## config.mk

```make
export PLATFORM = sky130hd
export DESIGN_NAME = eiem_top
export DESIGN_NICKNAME = d
export VERILOG_FILES = /design/src/eiem_pkg.sv /design/src/eiem_edge.sv /design/src/eiem_top.sv
export SDC_FILE = /design/constraint.sdc
export NUM_CORES = 1
export LEC_CHECK = 0
export BUFFER_PORTS_ARGS = -buffer_cell sky130_fd_sc_hd__buf_4
export CORE_AREA = 2 2 108 110
export CTS_BUF_LIST = sky130_fd_sc_hd__clkbuf_8
export DETAILED_ROUTE_END_ITERATION = 8
export DIE_AREA = 0 0 110 112
export PLACE_DENSITY_LB_ADDON = 0.2
export SYNTH_ARGS = -nofsm -noshare
export SYNTH_HDL_FRONTEND = slang
export SYNTH_HIERARCHICAL = 1
export SYNTH_SLANG_ARGS = --single-unit
```

## constraint.sdc

```tcl
create_clock -name pclk -period 1.4 [get_ports pclk]
set_clock_uncertainty 0.15 [all_clocks]
set_input_delay 0.28 -clock pclk [delete_from_list [all_inputs] [get_ports pclk]]
set_output_delay 0.28 -clock pclk [all_outputs]
set_load 0.005 [all_outputs]
```

## src/eiem_pkg.sv

```systemverilog
package eiem_pkg;
  // Summary of operation
  // - write-data no-ack status set raises interrupt when its enable bit 20 is set.
  // - corrected read data status set raises interrupt when enable bit 19 set.
  // - no read response status set raises interrupt when enable bit 18 set.
  // - read sequence error status set raises interrupt when enable bit 17 set.
  // - read error response status set raises interrupt when enable bit 16 set.
  // - command no-ack status set raises interrupt when enable bit 15 set.
  // - transaction timeout status set raises interrupt when enable bit 13 set.
  // - invalid page frame status set raises interrupt when enable bit 11 set.
  // - either correctable ECC status (map or DMA) raises interrupt when bit 10 set.
  // - either uncorrectable ECC status (map or DMA) raises interrupt when bit 9 set.

  // enable register at 12'h000; pending register (write-one-to-clear) at 12'h004
  localparam logic [11:0] EIEM_ENABLE_ADDR  = 12'h000;
  localparam logic [11:0] EIEM_PENDING_ADDR = 12'h004;
  localparam logic [31:0] EIEM_ENABLE_RESET = 32'h0000_0000;
  // writable enable bits 20:15, 13, 11:9
  localparam logic [31:0] EIEM_ENABLE_MASK  = 32'h001F_AE00;

  localparam int EIEM_BIT_WDATA_NOACK = 20;
  localparam int EIEM_BIT_CORR_READ   = 19;
  localparam int EIEM_BIT_NO_RSP      = 18;
  localparam int EIEM_BIT_READ_SEQ    = 17;
  localparam int EIEM_BIT_READ_ERR    = 16;
  localparam int EIEM_BIT_CMD_NOACK   = 15;
  localparam int EIEM_BIT_TIMEOUT     = 13;
  localparam int EIEM_BIT_BAD_PAGE    = 11;
  localparam int EIEM_BIT_CECC        = 10;
  localparam int EIEM_BIT_UECC        = 9;

  // status inputs, positions in their own registers
  localparam int EIEM_SUM_MAP_CECC = 13;
  localparam int EIEM_SUM_MAP_UECC = 12;
  localparam int EIEM_SUM_BAD_PAGE = 11;
  localparam int EIEM_SUM_DMA_CECC = 10;
  localparam int EIEM_SUM_DMA_UECC = 9;

  typedef struct packed {
    logic [11:0] addr;
    logic        write;
    logic [31:0] wdata;
  } eiem_req_t;
endpackage

```

## src/eiem_edge.sv

```systemverilog
`timescale 1ns/1ps
module eiem_edge
  import eiem_pkg::*;
#(
  parameter int W = 32
) (
  input  wire logic         pclk,
  input  wire logic         presetn,
  input  wire logic [W-1:0] level,
  output logic      [W-1:0] rise
);
  logic [W-1:0] prev_r;

  // status bits are on pclk already; only a rising edge means "sets"
  always_ff @(posedge pclk or negedge presetn) begin
    if (!presetn) begin
      prev_r <= '0;
    end else begin
      prev_r <= level;
    end
  end

  assign rise = level & ~prev_r;
endmodule

```

## src/eiem_top.sv

```systemverilog
`timescale 1ns/1ps
module eiem_top
  import eiem_pkg::*;
(
  input  wire logic        pclk,
  input  wire logic        presetn,
  input  wire logic        psel,
  input  wire logic        penable,
  input  wire logic        pwrite,
  input  wire logic [11:0] paddr,
  input  wire logic [31:0] pwdata,
  output logic      [31:0] prdata,
  output logic             pready,
  output logic             pslverr,
  input  wire logic [31:0] system_bus_error_status,
  input  wire logic [31:0] adapter_error_summary,
  output logic             irq_req
);

  ////////////////////////////////////////////////////////////////
  eiem_req_t   req;
  logic [31:0] enable_r;
  logic [31:0] pending_r;
  logic [31:0] xrise;
  logic [31:0] arise;
  logic [31:0] evt;
  logic        wr_en;
  logic        rd_en;
  logic        addr_ok;
  logic        clr_en;

  assign req     = '{addr: paddr, write: pwrite, wdata: pwdata};
  assign pready  = 1'b1;
  assign addr_ok = (req.addr == EIEM_ENABLE_ADDR) || (req.addr == EIEM_PENDING_ADDR);
  assign pslverr = psel && penable && !addr_ok;
  assign wr_en   = psel && penable && req.write && (req.addr == EIEM_ENABLE_ADDR);
  assign clr_en  = psel && penable && req.write && (req.addr == EIEM_PENDING_ADDR);
  assign rd_en   = psel && !penable && !req.write;

  ////////////////////////////////////////////////////////////////
  // enable register; reserved positions masked off on write
  always_ff @(posedge pclk or negedge presetn) begin
    if (!presetn) begin
      enable_r <= EIEM_ENABLE_RESET;
    end else if (wr_en) begin
      enable_r <= req.wdata & EIEM_ENABLE_MASK;
    end
  end

  // read data registered in setup so it is stable in the access phase
  always_ff @(posedge pclk or negedge presetn) begin
    if (!presetn) begin
      prdata <= 32'h0000_0000;
    end else if (rd_en) begin
      case (req.addr)
        EIEM_ENABLE_ADDR:  prdata <= enable_r & EIEM_ENABLE_MASK;
        EIEM_PENDING_ADDR: prdata <= pending_r;
        default:           prdata <= 32'h0000_0000;
      endcase
    end
  end

  ////////////////////////////////////////////////////////////////
  eiem_edge #(.W(32)) u_xedge (
    .pclk    (pclk),
    .presetn (presetn),
    .level   (system_bus_error_status),
    .rise    (xrise)
  );

  eiem_edge #(.W(32)) u_aedge (
    .pclk    (pclk),
    .presetn (presetn),
    .level   (adapter_error_summary),
    .rise    (arise)
  );

  // map each setting status bit onto its enable position
  always_comb begin
    evt = 32'h0000_0000;
    evt[EIEM_BIT_WDATA_NOACK] = xrise[EIEM_BIT_WDATA_NOACK];
    evt[EIEM_BIT_CORR_READ]   = xrise[EIEM_BIT_CORR_READ];
    evt[EIEM_BIT_NO_RSP]      = xrise[EIEM_BIT_NO_RSP];
    evt[EIEM_BIT_READ_SEQ]    = xrise[EIEM_BIT_READ_SEQ];
    evt[EIEM_BIT_READ_ERR]    = xrise[EIEM_BIT_READ_ERR];
    evt[EIEM_BIT_CMD_NOACK]   = xrise[EIEM_BIT_CMD_NOACK];
    evt[EIEM_BIT_TIMEOUT]     = xrise[EIEM_BIT_TIMEOUT];
    evt[EIEM_BIT_BAD_PAGE]    = arise[EIEM_SUM_BAD_PAGE];
    evt[EIEM_BIT_CECC]        = arise[EIEM_SUM_MAP_CECC] | arise[EIEM_SUM_DMA_CECC];
    evt[EIEM_BIT_UECC]        = arise[EIEM_SUM_MAP_UECC] | arise[EIEM_SUM_DMA_UECC];
  end

  // pending interrupt causes; write-one-to-clear, a new event beats the clear
  always_ff @(posedge pclk or negedge presetn) begin
    if (!presetn) begin
      pending_r <= 32'h0000_0000;
    end else begin
      pending_r <= (pending_r & ~(clr_en ? req.wdata : 32'h0000_0000)) | (evt & enable_r);
    end
  end

  always_ff @(posedge pclk or negedge presetn) begin
    if (!presetn) begin
      irq_req <= 1'b0;
    end else begin
      irq_req <= |(evt & enable_r);
    end
  end

  ////////////////////////////////////////////////////////////////
  property p_reserved_zero;
    @(posedge pclk) disable iff (!presetn)
      (enable_r[14] == 1'b0) && (enable_r[12] == 1'b0);
  endproperty
  a_reserved_zero: assert property (p_reserved_zero) else $error("reserved enable bit set");

  property p_wdata_noack;
    @(posedge pclk) disable iff (!presetn)
      (xrise[EIEM_BIT_WDATA_NOACK] && enable_r[EIEM_BIT_WDATA_NOACK]) |=> irq_req;
  endproperty
  a_wdata_noack: assert property (p_wdata_noack) else $error("write-data noack irq missing");

  property p_wdata_noack_pend;
    @(posedge pclk) disable iff (!presetn)
      (xrise[EIEM_BIT_WDATA_NOACK] && enable_r[EIEM_BIT_WDATA_NOACK]) |=> pending_r[EIEM_BIT_WDATA_NOACK];
  endproperty
  a_wdata_noack_pend: assert property (p_wdata_noack_pend) else $error("write-data noack not pending");

  property p_corr_read;
    @(posedge pclk) disable iff (!presetn)
      $rose(system_bus_error_status[EIEM_BIT_CORR_READ]) && enable_r[EIEM_BIT_CORR_READ] |=> irq_req;
  endproperty
  a_corr_read: assert property (p_corr_read) else $error("corrected read irq missing");

  property p_corr_read_pend;
    @(posedge pclk) disable iff (!presetn)
      (xrise[EIEM_BIT_CORR_READ] && enable_r[EIEM_BIT_CORR_READ]) |=> pending_r[EIEM_BIT_CORR_READ];
  endproperty
  a_corr_read_pend: assert property (p_corr_read_pend) else $error("corrected read not pending");

  property p_no_rsp;
    @(posedge pclk) disable iff (!presetn)
      (xrise[EIEM_BIT_NO_RSP] && enable_r[EIEM_BIT_NO_RSP]) |=> pending_r[EIEM_BIT_NO_RSP];
  endproperty
  a_no_rsp: assert property (p_no_rsp) else $error("no read response not pending");

  property p_no_rsp_irq;
    @(posedge pclk) disable iff (!presetn)
      (xrise[EIEM_BIT_NO_RSP] && enable_r[EIEM_BIT_NO_RSP]) |=> irq_req;
  endproperty
  a_no_rsp_irq: assert property (p_no_rsp_irq) else $error("no read response irq missing");

  property p_read_seq;
    @(posedge pclk) disable iff (!presetn)
      (xrise[EIEM_BIT_READ_SEQ] && enable_r[EIEM_BIT_READ_SEQ]) |=> irq_req;
  endproperty
  a_read_seq: assert property (p_read_seq) else $error("read sequence irq missing");

  property p_read_seq_pend;
    @(posedge pclk) disable iff (!presetn)
      (xrise[EIEM_BIT_READ_SEQ] && enable_r[EIEM_BIT_READ_SEQ]) |=> pending_r[EIEM_BIT_READ_SEQ];
  endproperty
  a_read_seq_pend: assert property (p_read_seq_pend) else $error("read sequence not pending");

  property p_read_err;
    @(posedge pclk) disable iff (!presetn)
      (xrise[EIEM_BIT_READ_ERR] && enable_r[EIEM_BIT_READ_ERR]) |=> irq_req;
  endproperty
  a_read_err: assert property (p_read_err) else $error("read error response irq missing");

  property p_read_err_pend;
    @(posedge pclk) disable iff (!presetn)
      (xrise[EIEM_BIT_READ_ERR] && enable_r[EIEM_BIT_READ_ERR]) |=> pending_r[EIEM_BIT_READ_ERR];
  endproperty
  a_read_err_pend: assert property (p_read_err_pend) else $error("read error response not pending");

  property p_cmd_noack;
    @(posedge pclk) disable iff (!presetn)
      (xrise[EIEM_BIT_CMD_NOACK] && enable_r[EIEM_BIT_CMD_NOACK]) |=> pending_r[EIEM_BIT_CMD_NOACK];
  endproperty
  a_cmd_noack: assert property (p_cmd_noack) else $error("command noack not pending");

  property p_cmd_noack_irq;
    @(posedge pclk) disable iff (!presetn)
      (xrise[EIEM_BIT_CMD_NOACK] && enable_r[EIEM_BIT_CMD_NOACK]) |=> irq_req;
  endproperty
  a_cmd_noack_irq: assert property (p_cmd_noack_irq) else $error("command noack irq missing");

  property p_timeout;
    @(posedge pclk) disable iff (!presetn)
      (xrise[EIEM_BIT_TIMEOUT] && enable_r[EIEM_BIT_TIMEOUT]) |=> irq_req;
  endproperty
  a_timeout: assert property (p_timeout) else $error("timeout irq missing");

  property p_timeout_pend;
    @(posedge pclk) disable iff (!presetn)
      (xrise[EIEM_BIT_TIMEOUT] && enable_r[EIEM_BIT_TIMEOUT]) |=> pending_r[EIEM_BIT_TIMEOUT];
  endproperty
  a_timeout_pend: assert property (p_timeout_pend) else $error("timeout not pending");

  property p_bad_page;
    @(posedge pclk) disable iff (!presetn)
      (arise[EIEM_SUM_BAD_PAGE] && enable_r[EIEM_BIT_BAD_PAGE]) |=> irq_req;
  endproperty
  a_bad_page: assert property (p_bad_page) else $error("invalid page frame irq missing");

  property p_bad_page_pend;
    @(posedge pclk) disable iff (!presetn)
      (arise[EIEM_SUM_BAD_PAGE] && enable_r[EIEM_BIT_BAD_PAGE]) |=> pending_r[EIEM_BIT_BAD_PAGE];
  endproperty
  a_bad_page_pend: assert property (p_bad_page_pend) else $error("invalid page frame not pending");

  property p_cecc;
    @(posedge pclk) disable iff (!presetn)
      ($rose(adapter_error_summary[EIEM_SUM_DMA_CECC]) && enable_r[EIEM_BIT_CECC]) |=> pending_r[EIEM_BIT_CECC];
  endproperty
  a_cecc: assert property (p_cecc) else $error("correctable ecc not pending");

  property p_cecc_map;
    @(posedge pclk) disable iff (!presetn)
      ($rose(adapter_error_summary[EIEM_SUM_MAP_CECC]) && enable_r[EIEM_BIT_CECC]) |=> irq_req;
  endproperty
  a_cecc_map: assert property (p_cecc_map) else $error("correctable map ecc irq missing");

  property p_uecc;
    @(posedge pclk) disable iff (!presetn)
      ($rose(adapter_error_summary[EIEM_SUM_MAP_UECC]) && enable_r[EIEM_BIT_UECC]) |=> irq_req;
  endproperty
  a_uecc: assert property (p_uecc) else $error("uncorrectable ecc irq missing");

  property p_uecc_dma;
    @(posedge pclk) disable iff (!presetn)
      ($rose(adapter_error_summary[EIEM_SUM_DMA_UECC]) && enable_r[EIEM_BIT_UECC]) |=> pending_r[EIEM_BIT_UECC];
  endproperty
  a_uecc_dma: assert property (p_uecc_dma) else $error("uncorrectable dma ecc not pending");

  // a masked cause must never leave a trace in the pending word
  property p_masked_no_pend;
    @(posedge pclk) disable iff (!presetn)
      (!clr_en && ((pending_r & ~enable_r) == 32'h0000_0000)) |=> ((pending_r & ~$past(enable_r)) == 32'h0000_0000);
  endproperty
  a_masked_no_pend: assert property (p_masked_no_pend) else $error("masked cause became pending");

  property p_clear;
    @(posedge pclk) disable iff (!presetn)
      (clr_en && (req.wdata == 32'hFFFF_FFFF) && ((evt & enable_r) == 32'h0000_0000)) |=> (pending_r == 32'h0000_0000);
  endproperty
  a_clear: assert property (p_clear) else $error("pending not cleared");

  property p_masked_quiet;
    @(posedge pclk) disable iff (!presetn)
      (evt & enable_r) == 32'h0000_0000 |=> !irq_req;
  endproperty
  a_masked_quiet: assert property (p_masked_quiet) else $error("irq without enabled cause");

  c_write: cover property (@(posedge pclk) disable iff (!presetn) wr_en);
  c_irq:   cover property (@(posedge pclk) disable iff (!presetn) irq_req);
  c_clr:   cover property (@(posedge pclk) disable iff (!presetn) clr_en && |evt);
  c_err:   cover property (@(posedge pclk) disable iff (!presetn) pslverr);
  c_ecc:   cover property (@(posedge pclk) disable iff (!presetn) evt[EIEM_BIT_CECC] && enable_r[EIEM_BIT_CECC]);
endmodule

```

After elaboration in Yosys (flattened, before gate mapping)
Cells that the tools add are included.
{"block": "totals", "register_bits": 110, "latchBits": 0, "ramBits": 0, "mem_bits_ro": 0, "inputBits": 113, "output_inout_bits": 35, "mem_count": 0}
{"block": "op_classes", "addsub": 0, "multipliers": 0, "div_mod_pow": 0, "n_lt_le_gt_ge": 0, "eq_ne": 1, "n_shift": 0, "mux": 2, "bitwise": 10, "reduce_logical": 13}
{"operator": "$pmux W32 S2", "count": 1}
{"operator": "$and A21 B21 Y21", "count": 2}
{"operator": "$and A32 B32 Y32", "count": 1}
{"operator": "$mux W32", "count": 1}
{"operator": "$not A32 Y32", "count": 1}
{"operator": "$or A32 B32 Y32", "count": 1}
{"operator": "$reduce_or A32 Y1", "count": 1}
{"operator": "$not A21 Y21", "count": 1}
{"operator": "$and A14 B14 Y14", "count": 1}
{"operator": "$not A14 Y14", "count": 1}
{"operator": "$eq A12 B3 Y1 const B", "count": 1}
{"operator": "$logic_not A12 Y1", "count": 1}
{"operator": "$logic_and A1 B1 Y1", "count": 7}
{"operator": "$logic_not A1 Y1", "count": 3}
{"operator": "$or A1 B1 Y1", "count": 2}
{"operator": "$logic_or A1 B1 Y1", "count": 1}

Logic depth before layout (Yosys ltp)
{"block": "depth", "depth_word": 7, "ltp_mapped": 5, "depth_no_buf": 4}

Hierarchy
Netlist, hierarchy kept.
{"module": "eiem_top", "instances": 1, "cells_per_inst": 209, "area_each_um2": 2857.7}
{"module": "eiem_edge", "instances": 2, "cells_per_inst": 64, "area_each_um2": 1241.2}

Worst setup path before layout
Ideal clock, no wire load.
{"block": "synth_timing", "path_kind": "input to register", "startpoint": "input paddr[1]", "endpoint": "register enable_r[10]", "arrival_ps": 1683, "path_slack_ps": -558, "cell_stages": 4, "path_buffers": 1, "cell_sequence": "or3_1 buf_2 nor4_4 mux2_2"}
{"block": "synth_between", "elab_chain_len": 2}
{"item": "start, declared", "line": "eiem_top.sv:10", "source": "input wire logic [11:0] paddr,"}
{"item": "$logic_not A12 Y1", "line": "eiem_top.sv:36", "source": "assign wr_en = psel && penable && req.write && (req.addr == EIEM_ENABLE_ADDR);"}
{"item": "$logic_and A1 B1 Y1", "line": "eiem_top.sv:36"}
{"item": "end signal, assigned", "line": "eiem_top.sv:46", "source": "enable_r <= req.wdata & EIEM_ENABLE_MASK;"}
{"item": "end, declared", "line": "eiem_top.sv:22", "source": "logic [31:0] enable_r;"}
Every way passes these cells.
A chain may end at the register's enable or synchronous reset.

Worst setup path in the final report
{"block": "layout_timing", "startpoint": "input paddr[3]", "endpoint": "output pslverr"}
{"block": "layout_between", "elab_chain_len": 4, "word_cells_on_any_way": 5, "cone_classes": "1 x eq/ne; 4 x reduce/logical"}
{"item": "$eq A12 B3 Y1 / $logic_not A12 Y1 (equally long branches)", "line": "eiem_top.sv:34", "source": "assign addr_ok = (req.addr == EIEM_ENABLE_ADDR) || (req.addr == EIEM_PENDING_ADDR);"}
{"item": "$logic_or A1 B1 Y1 *", "line": "eiem_top.sv:34"}
{"item": "$logic_not A1 Y1 *", "line": "eiem_top.sv:35", "source": "assign pslverr = psel && penable && !addr_ok;"}
{"item": "$logic_and A1 B1 Y1 *", "line": "eiem_top.sv:35"}
{"item": "end, declared", "line": "eiem_top.sv:14", "source": "output logic pslverr,"}
Mark *: on every way between the ends. The rest lies on a longest branch, timed or not.

==> impl_metrics.toml <==
[critical_path]
worstPathRequired_ns = 0.97
worst_path_most_repeated_cell = "sky130_fd_sc_hd__buf_6"
timing_worst_setup_path_type = "input port to primary output"
crit_path_end_kind = "primary output"
path_max_fanout = 2
worstPathCellList = "buf_6, nor4_4, nand2_1, buf_6, o211a_1, buf_6"
critical_path.max_stage_delay_ns = 0.24
crit_family = "buffers and inverters"
worst-endpoint-arrival_ns = 1.19
worst_setup_path_start_kind = "input port"
worstPathBufferInverterCount = 3
slowest_stage = "sky130_fd_sc_hd__nor4_4"

[power_and_ir_drop]
cellPowerDensity_mw_per_mm2 = 823
total_leakage_power_nw = 2.73
ir_worst_vdd_v = 0.000418

[final_layout]
synthToLayoutAreaGrowth_pct = 70.6
antenna_cells = 0
layout.core_utilization_pct = 50.7
drive_gt1_share_pct = 52.2
fillCellCount = 1000
nets = 533
fin_cells = 568

[hold_path]
hold_path_class = "input port to flip-flop"

[logic_synthesis]
post_synth_instance_area_mm2 = 0.00332
synthesis.nets = 346
synthesis.yosys.warnings = 6
synth_cells = 233
synth.avg_cell_area_um2 = 14.3

[status]
status = "finished, violations left"
violated_checks = "negative setup slack"

[timing]
fin_crit_sh_pct = 116
slew_violations = 0
grt_setup_unrepaired = "true"
setup_tns_ns = -9.08
setup_slack_ns = -0.224
number_of_hold_violations_in_the_final_report = 0
timing.final.setup_violations = 76
timing.hold.ws_ns = 0.0297
highest_achievable_clock_rate_ghz = 0.616
fin_crit_ns = 1.62

[global_routing]
grt_antenna_before_repair = 0
overflow = 0
grt_first_pass_wirelength_um = 14400
first_global_vias = 2798
grtUsageTotal_pct = 15.4
grt_max_degree = 88

[clock_network]
worstSkewPairLatency_ns = 0.36
cts_buffers = 9
tritoncts = "built"
tritoncts_num_sinks = 87
clkSlewWorstSetupHoldPaths_ns = 0.08
cts_max_path_buffers = 2
htree_levels = 3
clock-root-buffer = "sky130_fd_sc_hd__clkbuf_8"

[placed_design]
dpl.cell_count = 495
place_ws_ns = -0.645
finalWeightedCongestion = 0.702
io_buffers = 94
detailed_place_hpwl_um = 5430

[drt]
detailroute.wirelength.met2_um = 4390
detail_route.wl_per_cell_um = 16.2
pre_antenna_drt_iters = 4
detail_route.drc_violations = 0
via_per_inst = 4.66
detail_route.wirelength.met1_um = 4260
detail-route-antenna-nets = 0
starting_drc_count_in_detailed_routing = 117
top_layer = "met4"
wl_met3_um = 492
detailroute.via_count = 2649
routed_wirelength_um = 9210

[floorplanning]
top_level_ports = 148
placeableCoreArea_mm2 = 0.0112
chipHeight_um = 112
die_w_um = 110
initial_cell_density_of_the_core_pct = 29.7
number_of_rows_in_the_core_area = 39
die_ar_mm2 = 0.0123

[job]
maxCapViolCount = 0
[final cells by class]
class	count	area (um2)	share of cell area, %
sequential	87	2180	38.4
timing repair buffer	187	1730	30.5
multi-input combinational	134	1390	24.6
tap	143	179	3.16
clock buffer	10	138	2.43
clock inverter	6	51.3	0.905
inverter	1	3.75	0.0662
[layer usage]
metal	vias up	track usage, %
li1	1241	-
met1	1316	21.1
met2	84	24.2
met3	8	4.22
met4	0	3.97
met5	-	0
[state kept, by name, summed over array words and instances, names as in the netlist]
name	flops
u_xedge/prev_r	7
irq_req	1
prdata	32
pending_r	32
u_aedge/prev_r	5
enable_r	10
[path summary, 6_finish.rpt]
check / from / endpoint / slack (ns) / depth (start not counted)
min: pwdata[10] / enable_r[10]$_DFFE_PN0P_ / 0.03 / 2
max in group asynchronous: presetn / pending_r[29]$_DFF_PN0_ / 0.40 / 3
min in group asynchronous: presetn / u_aedge/prev_r[11]$_DFF_PN0_ / 0.35 / 3
max: paddr[3] / pslverr / -0.22 / 6
max reg2reg: enable_r[19]$_DFFE_PN0P_ / irq_req$_DFF_PN0_ / -0.03 / 3
min reg2reg: pending_r[3]$_DFF_PN0_ / prdata[3]$_DFFE_PN0P_ / 0.34 / 1
[cells in the final DEF (no fill, tap or decap), drive strengths merged]
cell type	count
or4	1
nor2	3
a21boi	22
conb	1
buf	142
a31oi	8
mux2	10
nand4	2
clkbuf	11
and2	10
clkinv	2
or3	1
a221o	10
o211a	1
o21a	2
nand2	10
nand3	1
a21oi	10
dlygate4sd3	44
nor2b	14
a22o	22
inv	4
nor4	6
clkinvlp	1
dfrtp	87
[timing repair]
action / 4_1_cts / 5_1_grt
setup endpoints to repair: 76 / 76
buffers inserted: 7 / 0
pin swaps: 33 / 12
endpoints found under the hold margin: 134 / 0
gates cloned: 7 / 1
hold buffers: 44 / 0
gates resized for setup: 91 / 26
[stage by stage]
stage / total power (W) / instance area, um2
after global placement: 0.00289 / 4470
after CTS: 0.00472 / 5520
after global routing: 0.00489 / 5670
after detailed placement: 0.00290 / 4470
after floorplan: 0.00266 / 3340
final: 0.00466 / 5670
[power by group]
group | total [W] | internal (W) | switching (W)
Combinational | 0.000432 | 0.000261 | 0.000171
Sequential | 0.00255 | 0.00253 | 0.0000160
Clock | 0.00168 | 0.000719 | 0.000964
Power figures use the tool's default switching activity.
